## src/hw/cfmb_map.vh

```
// Constants for the CAN filter mask and buffer control block.
// Assumes a 32-bit AHB-Lite slave with one aligned word per register.
`ifndef CFMB_MAP_VH
`define CFMB_MAP_VH

// ----------------------------------------------------------------
// Register byte offsets
// ----------------------------------------------------------------
`define CFMB_OFF_MSKSEL   8'h00
`define CFMB_OFF_MSID0    8'h04
`define CFMB_OFF_MSID1    8'h08
`define CFMB_OFF_MSID2    8'h0C
`define CFMB_OFF_MEID0    8'h10
`define CFMB_OFF_MEID1    8'h14
`define CFMB_OFF_MEID2    8'h18
`define CFMB_OFF_FULL_LO  8'h1C
`define CFMB_OFF_FULL_HI  8'h20
`define CFMB_OFF_OVF_LO   8'h24
`define CFMB_OFF_OVF_HI   8'h28
`define CFMB_OFF_CTL01    8'h2C
`define CFMB_OFF_CTL23    8'h30
`define CFMB_OFF_CTL45    8'h34
`define CFMB_OFF_CTL67    8'h38

// ----------------------------------------------------------------
// Reset values
// ----------------------------------------------------------------
`define CFMB_RST_16       16'h0000
`define CFMB_RST_32       32'h00000000

// ----------------------------------------------------------------
// Field layouts
// ----------------------------------------------------------------
`define CFMB_SEL_MASK0    2'b00
`define CFMB_SEL_MASK1    2'b01
`define CFMB_SEL_MASK2    2'b10
`define CFMB_SEL_NOMASK   2'b11
`define CFMB_MSID_IMPL    16'hFFEB
`define CFMB_MSID_TYPE_MATCH 3
`define CFMB_FSID_EXT     3
`define CFMB_CTL_DIR      7
`define CFMB_CTL_ABT      6
`define CFMB_CTL_LARB     5
`define CFMB_CTL_ERR      4
`define CFMB_CTL_REQ      3
`define CFMB_CTL_REPLY_EN 2
`define CFMB_CTL_PRI_LSB  0
`define CFMB_BSID_SID_LSB 2
`define CFMB_BSID_SRR     1
`define CFMB_BSID_IDE     0

`endif

```

## src/hw/cfmb_filter_match.v

```verilog
// One acceptance filter compare with its selectable mask.
// Assumes mask and filter words use the documented register layouts.
`timescale 1ns/1ps
`default_nettype none
`include "cfmb_map.vh"

module cfmb_filter_match (
    input wire [1:0] mask_sel_i,
    input wire [47:0] msk_sid_i,
    input wire [47:0] msk_eid_i,
    input wire [15:0] flt_sid_i,
    input wire [15:0] flt_eid_i,
    input wire [28:0] rx_id_i,
    input wire rx_ext_i,
    output wire match_o
);

// ----------------------------------------------------------------
// Mask source
// ----------------------------------------------------------------
reg [15:0] ms;
reg [15:0] me;

always @* begin
    case (mask_sel_i)
        `CFMB_SEL_MASK0: begin
            ms = msk_sid_i[15:0];
            me = msk_eid_i[15:0];
        end
        `CFMB_SEL_MASK1: begin
            ms = msk_sid_i[31:16];
            me = msk_eid_i[31:16];
        end
        `CFMB_SEL_MASK2: begin
            ms = msk_sid_i[47:32];
            me = msk_eid_i[47:32];
        end
        default: begin
            // Without a mask every bit and the type are compared
            ms = `CFMB_MSID_IMPL;
            me = 16'hFFFF;
        end
    endcase
end

// ----------------------------------------------------------------
// Compare
// ----------------------------------------------------------------
wire [28:0] inc = {ms[15:5], ms[1:0], me};
wire [28:0] fid = {flt_sid_i[15:5], flt_sid_i[1:0], flt_eid_i};
wire [28:0] diff = (fid ^ rx_id_i) & inc;
wire sid_ok = ~|diff[28:18];
wire all_ok = ~|diff;
wire type_match = ms[`CFMB_MSID_TYPE_MATCH];
wire fext = flt_sid_i[`CFMB_FSID_EXT];
wire type_ok = ~type_match | (fext == rx_ext_i);
wire id_ok = rx_ext_i ? all_ok : sid_ok;

assign match_o = type_ok & id_ok;

endmodule // cfmb_filter_match
`default_nettype wire

```

## src/hw/cfmb_core.v

```verilog
// CAN filter mask select, receive full/overflow flags, buffer pair
// control and transmit selection behind an AHB-Lite slave.
// Assumes frame, store and transmit events come from same-clock logic.
//
// Added by the designer: the address map and the AHB-Lite register port.
`timescale 1ns/1ps
`default_nettype none
`include "cfmb_map.vh"

module cfmb_core (
    input wire clk_sys_i,
    input wire sys_rst_i,
    input wire hsel_i,
    input wire [31:0] haddr_i,
    input wire [1:0] htrans_i,
    input wire hwrite_i,
    input wire [2:0] hsize_i,
    input wire [31:0] hwdata_i,
    input wire hready_i,
    output reg hreadyout_o,
    output reg hresp_o,
    output reg [31:0] hrdata_o,
    input wire [127:0] flt_sid_i,
    input wire [127:0] flt_eid_i,
    input wire rx_frame_valid_i,
    input wire [28:0] rx_id_i,
    input wire rx_ext_i,
    output reg [7:0] filter_hit_o,
    output reg filter_hit_valid_o,
    input wire rx_store_i,
    input wire [4:0] rx_store_buf_i,
    input wire rx_store_rtr_i,
    input wire [2:0] tx_buf_i,
    input wire tx_ok_i,
    input wire tx_aborted_i,
    input wire tx_arb_lost_i,
    input wire tx_err_i,
    output reg tx_pending_o,
    output reg [2:0] tx_sel_o,
    output reg [7:0] abort_req_o,
    input wire [15:0] msgbuf_sid_word_i,
    output reg [10:0] tx_sid_o,
    output reg tx_srr_o,
    output reg tx_ide_o
);

// ----------------------------------------------------------------
// Register state
// ----------------------------------------------------------------
reg [15:0] msksel_reg;
reg [15:0] msk_sid_reg [0:2];
reg [15:0] msk_eid_reg [0:2];
reg [31:0] full_reg, full_next;
reg [31:0] ovf_reg, ovf_next;
reg [7:0] dir_reg, dir_next;
reg [7:0] abt_reg, abt_next;
reg [7:0] larb_reg, larb_next;
reg [7:0] err_reg, err_next;
reg [7:0] req_reg, req_next;
reg [7:0] reply_en_reg, reply_en_next;
reg [15:0] pri_reg, pri_next;
reg [7:0] abp_reg, abp_next;
reg [7:0] addr_reg;
reg wr_pend_reg;
reg rd_pend_reg;

// ----------------------------------------------------------------
// AHB-Lite slave
// ----------------------------------------------------------------
// Reads take one wait state so a write just before is always visible
wire acc = hsel_i & htrans_i[1] & hready_i;
wire wsel = wr_pend_reg & hready_i;

always @(posedge clk_sys_i or posedge sys_rst_i) begin
    if (sys_rst_i) begin
        addr_reg <= 8'h00;
        wr_pend_reg <= 1'b0;
        rd_pend_reg <= 1'b0;
        hreadyout_o <= 1'b1;
        hresp_o <= 1'b0;
    end else begin
        wr_pend_reg <= acc & hwrite_i;
        rd_pend_reg <= acc & ~hwrite_i;
        hreadyout_o <= ~(acc & ~hwrite_i);
        hresp_o <= 1'b0;
        if (acc) begin
            addr_reg <= haddr_i[7:0];
        end
    end
end

reg [15:0] rd_data;
reg [15:0] ctl_word;
integer k;

always @* begin
    ctl_word = 16'h0000;
    case (addr_reg)
        `CFMB_OFF_MSKSEL: rd_data = msksel_reg;
        `CFMB_OFF_MSID0: rd_data = msk_sid_reg[0];
        `CFMB_OFF_MSID1: rd_data = msk_sid_reg[1];
        `CFMB_OFF_MSID2: rd_data = msk_sid_reg[2];
        `CFMB_OFF_MEID0: rd_data = msk_eid_reg[0];
        `CFMB_OFF_MEID1: rd_data = msk_eid_reg[1];
        `CFMB_OFF_MEID2: rd_data = msk_eid_reg[2];
        `CFMB_OFF_FULL_LO: rd_data = full_reg[15:0];
        `CFMB_OFF_FULL_HI: rd_data = full_reg[31:16];
        `CFMB_OFF_OVF_LO: rd_data = ovf_reg[15:0];
        `CFMB_OFF_OVF_HI: rd_data = ovf_reg[31:16];
        default: rd_data = 16'h0000;
    endcase
    for (k = 0; k < 8; k = k + 1) begin
        if (addr_reg == `CFMB_OFF_CTL01 + (k / 2) * 4) begin
            ctl_word[(k % 2) * 8 +: 8] = {dir_reg[k], abt_reg[k],
                larb_reg[k], err_reg[k], req_reg[k], reply_en_reg[k],
                pri_reg[2 * k +: 2]};
            rd_data = ctl_word;
        end
    end
end

always @(posedge clk_sys_i or posedge sys_rst_i) begin
    if (sys_rst_i) begin
        hrdata_o <= `CFMB_RST_32;
    end else if (rd_pend_reg) begin
        hrdata_o <= {16'h0000, rd_data};
    end
end

// ----------------------------------------------------------------
// Mask registers
// ----------------------------------------------------------------
integer m;

always @(posedge clk_sys_i or posedge sys_rst_i) begin
    if (sys_rst_i) begin
        msksel_reg <= `CFMB_RST_16;
        for (m = 0; m < 3; m = m + 1) begin
            msk_sid_reg[m] <= `CFMB_RST_16;
            msk_eid_reg[m] <= `CFMB_RST_16;
        end
    end else if (wsel) begin
        if (addr_reg == `CFMB_OFF_MSKSEL) begin
            msksel_reg <= hwdata_i[15:0];
        end
        for (m = 0; m < 3; m = m + 1) begin
            if (addr_reg == `CFMB_OFF_MSID0 + m * 4) begin
                // Unimplemented bits 4 and 2 always read as zero
                msk_sid_reg[m] <= hwdata_i[15:0] & `CFMB_MSID_IMPL;
            end
            if (addr_reg == `CFMB_OFF_MEID0 + m * 4) begin
                msk_eid_reg[m] <= hwdata_i[15:0];
            end
        end
    end
end

// ----------------------------------------------------------------
// Acceptance filters
// ----------------------------------------------------------------
wire [47:0] msk_sid_all = {msk_sid_reg[2], msk_sid_reg[1], msk_sid_reg[0]};
wire [47:0] msk_eid_all = {msk_eid_reg[2], msk_eid_reg[1], msk_eid_reg[0]};
wire [7:0] hit;

genvar g;
generate
    for (g = 0; g < 8; g = g + 1) begin : gen_flt
        cfmb_filter_match u_match (
            .mask_sel_i(msksel_reg[2 * g +: 2]),
            .msk_sid_i(msk_sid_all),
            .msk_eid_i(msk_eid_all),
            .flt_sid_i(flt_sid_i[16 * g +: 16]),
            .flt_eid_i(flt_eid_i[16 * g +: 16]),
            .rx_id_i(rx_id_i),
            .rx_ext_i(rx_ext_i),
            .match_o(hit[g])
        );
    end
endgenerate

always @(posedge clk_sys_i or posedge sys_rst_i) begin
    if (sys_rst_i) begin
        filter_hit_o <= 8'h00;
        filter_hit_valid_o <= 1'b0;
    end else begin
        filter_hit_valid_o <= rx_frame_valid_i;
        if (rx_frame_valid_i) begin
            filter_hit_o <= hit;
        end
    end
end

// ----------------------------------------------------------------
// Receive flags and buffer control
// ----------------------------------------------------------------
wire [31:0] store_dec = 32'h00000001 << rx_store_buf_i;
wire [7:0] tx_dec = 8'h01 << tx_buf_i;
wire store_low = (rx_store_buf_i[4:3] == 2'b00);
// A remote frame steered to a transmit buffer is not stored; it triggers a reply only when its reply enable bit is set
wire to_txbuf = store_low & dir_reg[rx_store_buf_i[2:0]];
wire fill = rx_store_i & ~(to_txbuf & rx_store_rtr_i);
wire [31:0] set_full = fill ? (store_dec & ~full_reg) : 32'h00000000;
wire [31:0] set_ovf = fill ? (store_dec & full_reg) : 32'h00000000;
reg [31:0] clr_full, clr_ovf;
reg [7:0] wb;
reg wen;
reg sw_set, sw_clr, rr;
wire [15:0] clr_word = ~hwdata_i[15:0];
integer i;

always @* begin
    wb = 8'h00;
    wen = 1'b0;
    sw_set = 1'b0;
    sw_clr = 1'b0;
    rr = 1'b0;
    clr_full = 32'h00000000;
    clr_ovf = 32'h00000000;
    // Writing zero clears a flag; writing one leaves it
    if (wsel && addr_reg == `CFMB_OFF_FULL_LO) clr_full[15:0] = clr_word;
    if (wsel && addr_reg == `CFMB_OFF_FULL_HI) clr_full[31:16] = clr_word;
    if (wsel && addr_reg == `CFMB_OFF_OVF_LO) clr_ovf[15:0] = clr_word;
    if (wsel && addr_reg == `CFMB_OFF_OVF_HI) clr_ovf[31:16] = clr_word;
    full_next = (full_reg & ~clr_full) | set_full;
    ovf_next = (ovf_reg & ~clr_ovf) | set_ovf;
    dir_next = dir_reg;
    abt_next = abt_reg;
    larb_next = larb_reg;
    err_next = err_reg;
    req_next = req_reg;
    reply_en_next = reply_en_reg;
    pri_next = pri_reg;
    abp_next = abp_reg;
    for (i = 0; i < 8; i = i + 1) begin
        wen = wsel && (addr_reg == `CFMB_OFF_CTL01 + (i / 2) * 4);
        wb = hwdata_i[(i % 2) * 8 +: 8];
        sw_set = wen & wb[`CFMB_CTL_REQ] & ~req_reg[i];
        sw_clr = wen & ~wb[`CFMB_CTL_REQ] & req_reg[i];
        rr = rx_store_i & rx_store_rtr_i & store_low & store_dec[i]
            & dir_reg[i] & reply_en_reg[i];
        if (wen) begin
            dir_next[i] = wb[`CFMB_CTL_DIR];
            reply_en_next[i] = wb[`CFMB_CTL_REPLY_EN];
            pri_next[2 * i +: 2] = wb[`CFMB_CTL_PRI_LSB +: 2];
        end
        if (sw_clr) begin
            req_next[i] = 1'b0;
            abp_next[i] = 1'b1;
        end
        if (tx_ok_i & tx_dec[i]) begin
            req_next[i] = 1'b0;
            abt_next[i] = 1'b0;
            abp_next[i] = 1'b0;
        end
        if (sw_set | rr) begin
            req_next[i] = 1'b1;
            abp_next[i] = 1'b0;
            abt_next[i] = 1'b0;
            larb_next[i] = 1'b0;
            err_next[i] = 1'b0;
        end
        // Hardware events win over the clear of a new request
        if (tx_aborted_i & tx_dec[i]) begin
            abt_next[i] = 1'b1;
            abp_next[i] = 1'b0;
            if (~(sw_set | rr)) req_next[i] = 1'b0;
        end
        if (tx_arb_lost_i & tx_dec[i]) larb_next[i] = 1'b1;
        if (tx_err_i & tx_dec[i]) err_next[i] = 1'b1;
    end
end

always @(posedge clk_sys_i or posedge sys_rst_i) begin
    if (sys_rst_i) begin
        full_reg <= `CFMB_RST_32;
        ovf_reg <= `CFMB_RST_32;
        dir_reg <= 8'h00;
        abt_reg <= 8'h00;
        larb_reg <= 8'h00;
        err_reg <= 8'h00;
        req_reg <= 8'h00;
        reply_en_reg <= 8'h00;
        pri_reg <= `CFMB_RST_16;
        abp_reg <= 8'h00;
    end else begin
        full_reg <= full_next;
        ovf_reg <= ovf_next;
        dir_reg <= dir_next;
        abt_reg <= abt_next;
        larb_reg <= larb_next;
        err_reg <= err_next;
        req_reg <= req_next;
        reply_en_reg <= reply_en_next;
        pri_reg <= pri_next;
        abp_reg <= abp_next;
    end
end

// ----------------------------------------------------------------
// Transmit selection
// ----------------------------------------------------------------
// Ties go to the lowest buffer number
reg found;
reg [2:0] best;
reg [1:0] best_pri;
integer j;

always @* begin
    found = 1'b0;
    best = 3'b000;
    best_pri = 2'b00;
    for (j = 0; j < 8; j = j + 1) begin
        if (dir_reg[j] & req_reg[j] & ~abp_reg[j]) begin
            if (!found || pri_reg[2 * j +: 2] > best_pri) begin
                found = 1'b1;
                best = j[2:0];
                best_pri = pri_reg[2 * j +: 2];
            end
        end
    end
end

always @(posedge clk_sys_i or posedge sys_rst_i) begin
    if (sys_rst_i) begin
        tx_pending_o <= 1'b0;
        tx_sel_o <= 3'b000;
        abort_req_o <= 8'h00;
        tx_sid_o <= 11'h000;
        tx_srr_o <= 1'b0;
        tx_ide_o <= 1'b0;
    end else begin
        tx_pending_o <= found;
        tx_sel_o <= best;
        abort_req_o <= abp_reg;
        // Buffer words come from DMA RAM; upper three bits ignored
        tx_sid_o <= msgbuf_sid_word_i[`CFMB_BSID_SID_LSB +: 11];
        tx_srr_o <= msgbuf_sid_word_i[`CFMB_BSID_SRR];
        tx_ide_o <= msgbuf_sid_word_i[`CFMB_BSID_IDE];
    end
end

endmodule // cfmb_core
`default_nettype wire

```

## config.mk

```make
export PLATFORM = sky130hd
export DESIGN_NAME = cfmb_core
export DESIGN_NICKNAME = d
export VERILOG_FILES = /design/src/hw/cfmb_filter_match.v /design/src/hw/cfmb_core.v
export VERILOG_INCLUDE_DIRS = /design/src /design/src/hw
export SDC_FILE = /design/constraint.sdc
export NUM_CORES = 1
export LEC_CHECK = 0
export BUFFER_PORTS_ARGS = -buffer_cell sky130_fd_sc_hd__buf_2
export CAP_MARGIN = 20
export CORE_MARGIN = 1.5
export CORE_UTILIZATION = 50
export CTS_BUF_LIST = sky130_fd_sc_hd__clkbuf_16
export CTS_CLUSTER_SIZE = 28
export DETAILED_ROUTE_END_ITERATION = 8
export PLACE_DENSITY = 0.81
export SKIP_LAST_GASP = 1
export SYNTH_ARGS = -nofsm -noshare
export SYNTH_HDL_FRONTEND = slang
export SYNTH_SLANG_ARGS = --single-unit
export TNS_END_PERCENT = 50
```

## constraint.sdc

```tcl
create_clock -name clk_sys_i -period 11.8 [get_ports clk_sys_i]
set_input_delay 1.18 -clock clk_sys_i [delete_from_list [all_inputs] [get_ports clk_sys_i]]
set_output_delay 1.18 -clock clk_sys_i [all_outputs]
set_load 0.02 [all_outputs]
```

==> flow_summary_export.csv, run 1 <==
group,metric,value,unit
worst_setup_path,worst-endpoint-required,12290,ps
finish,drive_gt1_share,34.37,%
power,power.density,113.3,nW/um^2
cts,path_clk_slew,60,ps
placed_design,port_buffers,378,
sta,setup_violations,0,
logic_synthesis,synth_edf_count,0,
worst_hold_path,hold_path_end,"abort_req_o[4]",
sta,timing.final.crit_share,79.29,%
detailed_routing,drt_iter0_drc,3096,
finish,area_growth,13.12,%
global_route,grt_util_all_layers,38.33,%
worst_hold_path,whs_path_depth,0,
finish,fillers,3806,
cts,cts_sinks,303,
worst_setup_path,crit_top_cell,"ha_1",
finish,multiInputGateArea,13480,um^2
detailed_routing,vias_per_cell,6.892,
run_status,run_status,"finished clean",
run,cap_violations,0,
die,start_util,50.48,%
worst_setup_path,worstSetupPathType,"flip-flop to flip-flop",
placed_design,gp_congestion,1.061,
logic_synthesis,syn_inst,2338,
logic_synthesis,yosys_warnings,0,
worst_setup_path,worstSetupStartpoint,"req_reg[0]",
placed_design,post-dp-hpwl,66660,um
worst_setup_path,cp.arrival,9840,ps
die,die_w,214.1,um
cts,clk_path_buf_depth,3,
worst_setup_path,max_stage_delay,540,ps
logic_synthesis,netlist_area,22280,um^2
sta,hold_viol,0,
detailed_routing,drtPass1Iterations,7,
worst_setup_path,r2r_start,"req_reg[0]",
die,core,44120,um^2
detailed_routing,antenna_left,0,
finish,fin_cells,3131,
global_route,antenna_found_initial,6,
worst_hold_path,hold_class,"flip-flop to flip-flop",
logic_synthesis,syn_avg_cell_area,9.527,um^2
placed_design,place_ws,2568,ps
cts,cts_tree,"built",
global_route,overflow,0,
worst_setup_path,critical-path-slowest-cell,"a2111oi_0",
worst_setup_path,worstReg2RegEnd,"tx_sel_o[2]",
global_route,grt_start_max_net_pins,99,
cts,numCtsBuffers,31,
finish,largest_register_ffs,48,
cts,ctsResizeCount,0,
cts,cts-root-buf,"clkbuf_16",
finish,seqCellArea,7584,um^2
cts,h-tree-depth,1,
die,fp.dieArea,45830,um^2
die,ioPinCount,459,
global_route,grt_pass1_wl,134400,um
cts,hold_buffers,0,
worst_setup_path,regToRegSetupSlack,2440,ps
worst_setup_path,worstSetupStartpointType,"flip-flop",
detailed_routing,drc_errors,0,
detailed_routing,post_drt_wl_per_cell,29.02,um
sta,drv_slew,0,
sta,worst_slack,2444,ps
die,rows,77,
sta,rsz0062_at_grt,"no",
power,peakVddDrop,0.0001044,V
sta,skew,12.65,ps
cts,cts_setup_buffers,0,
cts,clk_latency,610,ps
detailed_routing,drt_wl_total,90860,um
worst_setup_path,endpoint_kind,"flip-flop",
sta,relSlewSlack,19.21,%
finish,nets,2913,
power,leakage,0.01117,uW
logic_synthesis,ys_types,77,
worst_hold_path,holdCritStartpoint,"abp_reg[4]",
logic_synthesis,synth_flop_cell,"dfrtp_1",
worst_setup_path,critPathMaxFanout,6,
detailed_routing,route.vias.total,21578,
placed_design,place_inst,3068,
logic_synthesis,yosysSeqAreaShare,34.04,%
worst_setup_path,worstRegToRegCells,45,
sta,fin_crit,9356,ps
sta,worstMarginPinSlew,1209,ps
logic_synthesis,async_flop_share,100.0,%
logic_synthesis,ys_ff_latch,303,
die,dieHeight,214.1,um
sta,setup_tns,0,ps
sta,max_freq,106.9,MHz
global_route,grt_pass1_vias,20994,
[cell usage in the layout, fill, tap and decap left out, types with 8 or more instances in the layout]
| master | count |
|---|---|
| buf_2 | 378 |
| and2_1 | 14 |
| nor2_1 | 118 |
| nand4_1 | 34 |
| nand2_1 | 135 |
| nor4_1 | 8 |
| nand3_1 | 48 |
| a22o_1 | 33 |
| a32o_1 | 8 |
| o21ai_0 | 95 |
| buf_4 | 40 |
| conb_1 | 17 |
| o41ai_1 | 8 |
| inv_1 | 24 |
| mux2_2 | 374 |
| o221ai_1 | 151 |
| dfrtp_1 | 302 |
| xor2_1 | 156 |
| xnor2_1 | 84 |
| o22ai_1 | 132 |
| mux2i_1 | 13 |
| ha_1 | 10 |
| a31oi_1 | 15 |
| a22oi_1 | 64 |
| nand2b_1 | 9 |
| a41oi_1 | 11 |
| clkbuf_16 | 31 |
| nor3_1 | 14 |
| a222oi_1 | 15 |
| a21oi_1 | 59 |
| a221oi_1 | 9 |
[per-stage QoR]
stage	total power, uW	utilization [%]	instance area (um^2)	hold WS, ps
2_1_floorplan	1555	-	22340	366.4
3_3_place_gp	1785	54.56	24080	391.4
3_5_place_dp	1799	54.56	24080	397.0
4_1_cts	2841	57.00	25150	412.7
5_1_grt	2943	57.09	25190	434.4
6_report	2854	57.10	25200	412.7
[area by class of cell]
| class | count | area share, % |
|---|---|---|
| well taps | 592 | 2.940 |
| multi-input cells | 1735 | 53.49 |
| repair buffers | 421 | 8.869 |
| flip-flops and latches | 303 | 30.10 |
| clock inverters | 27 | 1.182 |
| diodes | 2 | 0.01986 |
| clock buffers | 31 | 3.079 |
| inverters | 20 | 0.3277 |
[metal layers]
layer	routed length (um)	vias to the layer above	track usage [%]	part of all wire, %
li1	-	9098	-	-
met1	34520	10434	50.09	38
met2	39700	1687	58.42	44
met3	10850	349	9.475	12
met4	5730	10	21.01	6.3
met5	62	-	0	0.068
[critical path, delay by kind of cell, from the launching register on]
family                   cells  cell delay [ps]
adder cells (fa/ha/maj)      7             1650
multiplexers                 1              190
flip-flops                   1              460
AND/OR/NAND/NOR             17             2730
AO/OA/AOI/OAI               19             4170
buffers and inverters        1               40
[synth_stat cells, drive strengths merged, types with 20 or more instances]
cell type | count | area share, %
mux2 | 375 | 19
dfrtp | 302 | 34
clkbuf | 178 | 3.0
xor2 | 156 | 6.1
o221ai | 151 | 5.9
nand2 | 136 | 2.3
o22ai | 132 | 3.7
nor2 | 119 | 2.0
buf | 118 | 2.5
o21ai | 98 | 2.2
xnor2 | 84 | 3.3
a22oi | 64 | 2.2
a21oi | 59 | 1.3
nand3 | 48 | 1.1
nand4 | 34 | 0.95
a22o | 33 | 1.3
and2 | 21 | 0.60
inv | 20 | 0.34
[cell families after synthesis]
group,after synthesis,share of synthesized area [%]
simple gates,448,10.03
mux,390,19.76
buf+inv,316,5.887
other cells,1,0.01683
flops,303,34.04
fa+ha+maj,10,0.5617
xor+xnor,240,9.437
compound gates,630,20.26
[worst max path at each step]
| stage | to | cells after the start |
|---|---|---|
| final | tx_sel_o[2] | 45 |
| after global routing | tx_sel_o[2] | 45 |
| after CTS | tx_sel_o[2] | 45 |
| after detailed placement | tx_sel_o[2] | 45 |
| after global placement | tx_sel_o[2] | 45 |
| after floorplan | abort_req_o[0] | 1 |
[power breakdown]
| part | total [uW] | leakage (uW) | internal [uW] | switching [uW] |
|---|---|---|---|---|
| combinational | 575 | 0.00670 | 222 | 353 |
| sequential | 1230 | 0.00392 | 1130 | 97.7 |
| clock | 1050 | 0.000546 | 595 | 456 |
| total | 2850 | 0.0112 | 1950 | 907 |
Power figures use the tool's default switching activity.
==> run 2, diff against run 1 <==
- PLACE_DENSITY: 0.81 -> 0.84
- clock period: 11.8 -> 8.38 ns (I/O delays scaled with it)
==> run 2 against run 1 <==
Against the previous run:
- combinational power grew 40%
- clock power grew 32%
- sequential power grew 41%
- worst setup slack lost 2200 ps
- die area is the same
- final cell count grew 1.1%
- non-clock buffer count grew 39
- sequential share of layout area shrank 0.48 points
- clock skew grew 18 ps
- critical path type unchanged
==> flow_summary_export.csv, run 2 (synthesis results as in run 1) <==
group,metric,value,unit
run_status,run_status,"finished clean",
global_route,antenna_found_initial,6,
sta,timing.final.crit_share,97.08,%
sta,setup_violations,0,
detailed_routing,drt_iter0_drc,3133,
detailed_routing,vias_per_cell,6.895,
cts,h-tree-depth,1,
power,power,3923,uW
cts,cts_tree,"built",
sta,worst_slack,245.0,ps
sta,skew,30.58,ps
placed_design,post-dp-hpwl,66810,um
cts,clk_latency,610,ps
cts,cts_sinks,303,
detailed_routing,post_drt_wl_per_cell,28.57,um
worst_setup_path,worst-endpoint-required,8860,ps
worst_setup_path,cp.arrival,8620,ps
placed_design,placed_area,24320,um^2
die,rows,77,
sta,relSlewSlack,24.70,%
detailed_routing,drt_wl_total,90450,um
sta,hold_viol,0,
worst_setup_path,worst_path_dominant_cell_family,"compound AO/OA/AOI/OAI gates",
worst_setup_path,critical-path-slowest-cell,"dfrtp_1",
finish,drive_gt1_share,36.39,%
run,cap_violations,0,
placed_design,gp_congestion,1.032,
power,power.density,153.2,nW/um^2
detailed_routing,drc_errors,0,
finish,nets,2951,
detailed_routing,antenna_left,0,
sta,drv_slew,0,
worst_setup_path,crit_top_cell,"nand2_1",
global_route,grt_start_max_net_pins,67,
worst_hold_path,hold_class,"primary input to asynchronous set/reset pin",
finish,largest_register_ffs,48,
die,core,44120,um^2
finish,layout_commonest_cell,"buf_2",
cts,numCtsBuffers,30,
detailed_routing,drtPass1Iterations,9,
finish,mostFrequentLayoutCells,"378 x buf_2, 374 x mux2_2, 301 x dfrtp_1",
finish,final_cell_area,25610,um^2
worst_setup_path,worstSetupStartpointType,"flip-flop",
global_route,grt_util_all_layers,37.92,%
worst_setup_path,cp.buffers_inverters,2,
sta,fin_crit,8135,ps
die,fp.dieArea,45830,um^2
die,ioPinCount,459,
finish,fin_util,58.04,%
worst_setup_path,max_stage_delay,380,ps
cts,cts-root-buf,"clkbuf_16",
placed_design,port_buffers,378,
cts,path_clk_slew,60,ps
global_route,grt_pass1_wl,133700,um
die,start_util,50.48,%
worst_setup_path,critPathMaxFanout,4,
cts,clk_path_buf_depth,3,
power,leakage,0.01132,uW
die,die_w,214.1,um
detailed_routing,route.vias.total,21829,
sta,max_freq,122.9,MHz
placed_design,place_ws,-269.6,ps
sta,worstMarginPinSlew,1125,ps
sta,rsz0062_at_grt,"yes",
finish,area_growth,14.97,%
worst_setup_path,endpoint_kind,"flip-flop",
global_route,overflow,0,
power,peakVddDrop,0.0001681,V
global_route,grt_pass1_vias,21376,
worst_setup_path,worstSetupPathType,"flip-flop to flip-flop",
die,dieHeight,214.1,um
[run 2: cell types whose count changed in the layout (fill, tap and decap cells not counted), sizes merged]
cell,delta
buf,+39
clkinvlp,+4
clkinv,-3
inv,-3
bufinv,-1
clkbuf,-1
[run 2: worst reg2reg max path, delay by kind of cell, from the launching register on]
kind	cells	cell delay, ps
and+or+nand+nor	16	2450
muxes	1	160
DFF	1	380
adders and majority gates	7	1740
buffers and inverters	2	210
AOI/OAI and AO/OA	19	3100
[run 2: cell type report]
cell class                 instances  area [um^2]
tap                              592        740.7
clock inverter                    24        242.7
timing repair buffer             460         2527
clock buffer                      30        750.7
sequential                       303         7585
inverter                          20        78.83
antenna                            2        5.005
multi-input combinational       1735        13680
fill                            3822        18510
[run 2: timing repair]
item	in CTS	in global routing
resized for setup	6	39
setup buffers	0	8
setup endpoints to repair	3	3
hold buffers	0	0
pin swaps	0	26
[run 2: metrics by stage]
step	TNS, ps	hold slack [ps]	std cells
floorplan	0	366.4	2354
global placement	-310.9	388.6	3099
detailed placement	-619.8	398.9	3100
CTS	0	340.2	3154
global route	-349.2	120.3	3165
finish	0	126.7	3166
[run 2: worst paths after layout]
check / slack, ps / endpoint / start / cells past startpoint
hold / removal: 130 / ovf_reg[21] / sys_rst_i / 2
hold reg to reg: 420 / abort_req_o[4] / abp_reg[4] / 0
setup reg to reg: 250 / tx_sel_o[2] / abp_reg[0] / 45
min in group clk_sys_i: 350 / tx_sid_o[2] / msgbuf_sid_word_i[4] / 1
max in group asynchronous: 6310 / msk_eid_all[7] / sys_rst_i / 5
setup / recovery: 250 / tx_sel_o[2] / abp_reg[0] / 45
[run 2: per-layer routing]
layer	GRT usage, %	wire, um	up-vias
met5	0	40	-
met4	20.23	5566	6
met3	9.035	11050	383
met2	58.54	39900	1774
met1	49.33	33890	10488
li1	-	-	9178
[run 2: report_power, final]
group	total, uW	switching (uW)	leakage [uW]	internal, uW
registers	1730	142	0.00392	1590
logic	805	491	0.00691	314
clock network	1390	610	0.000489	775
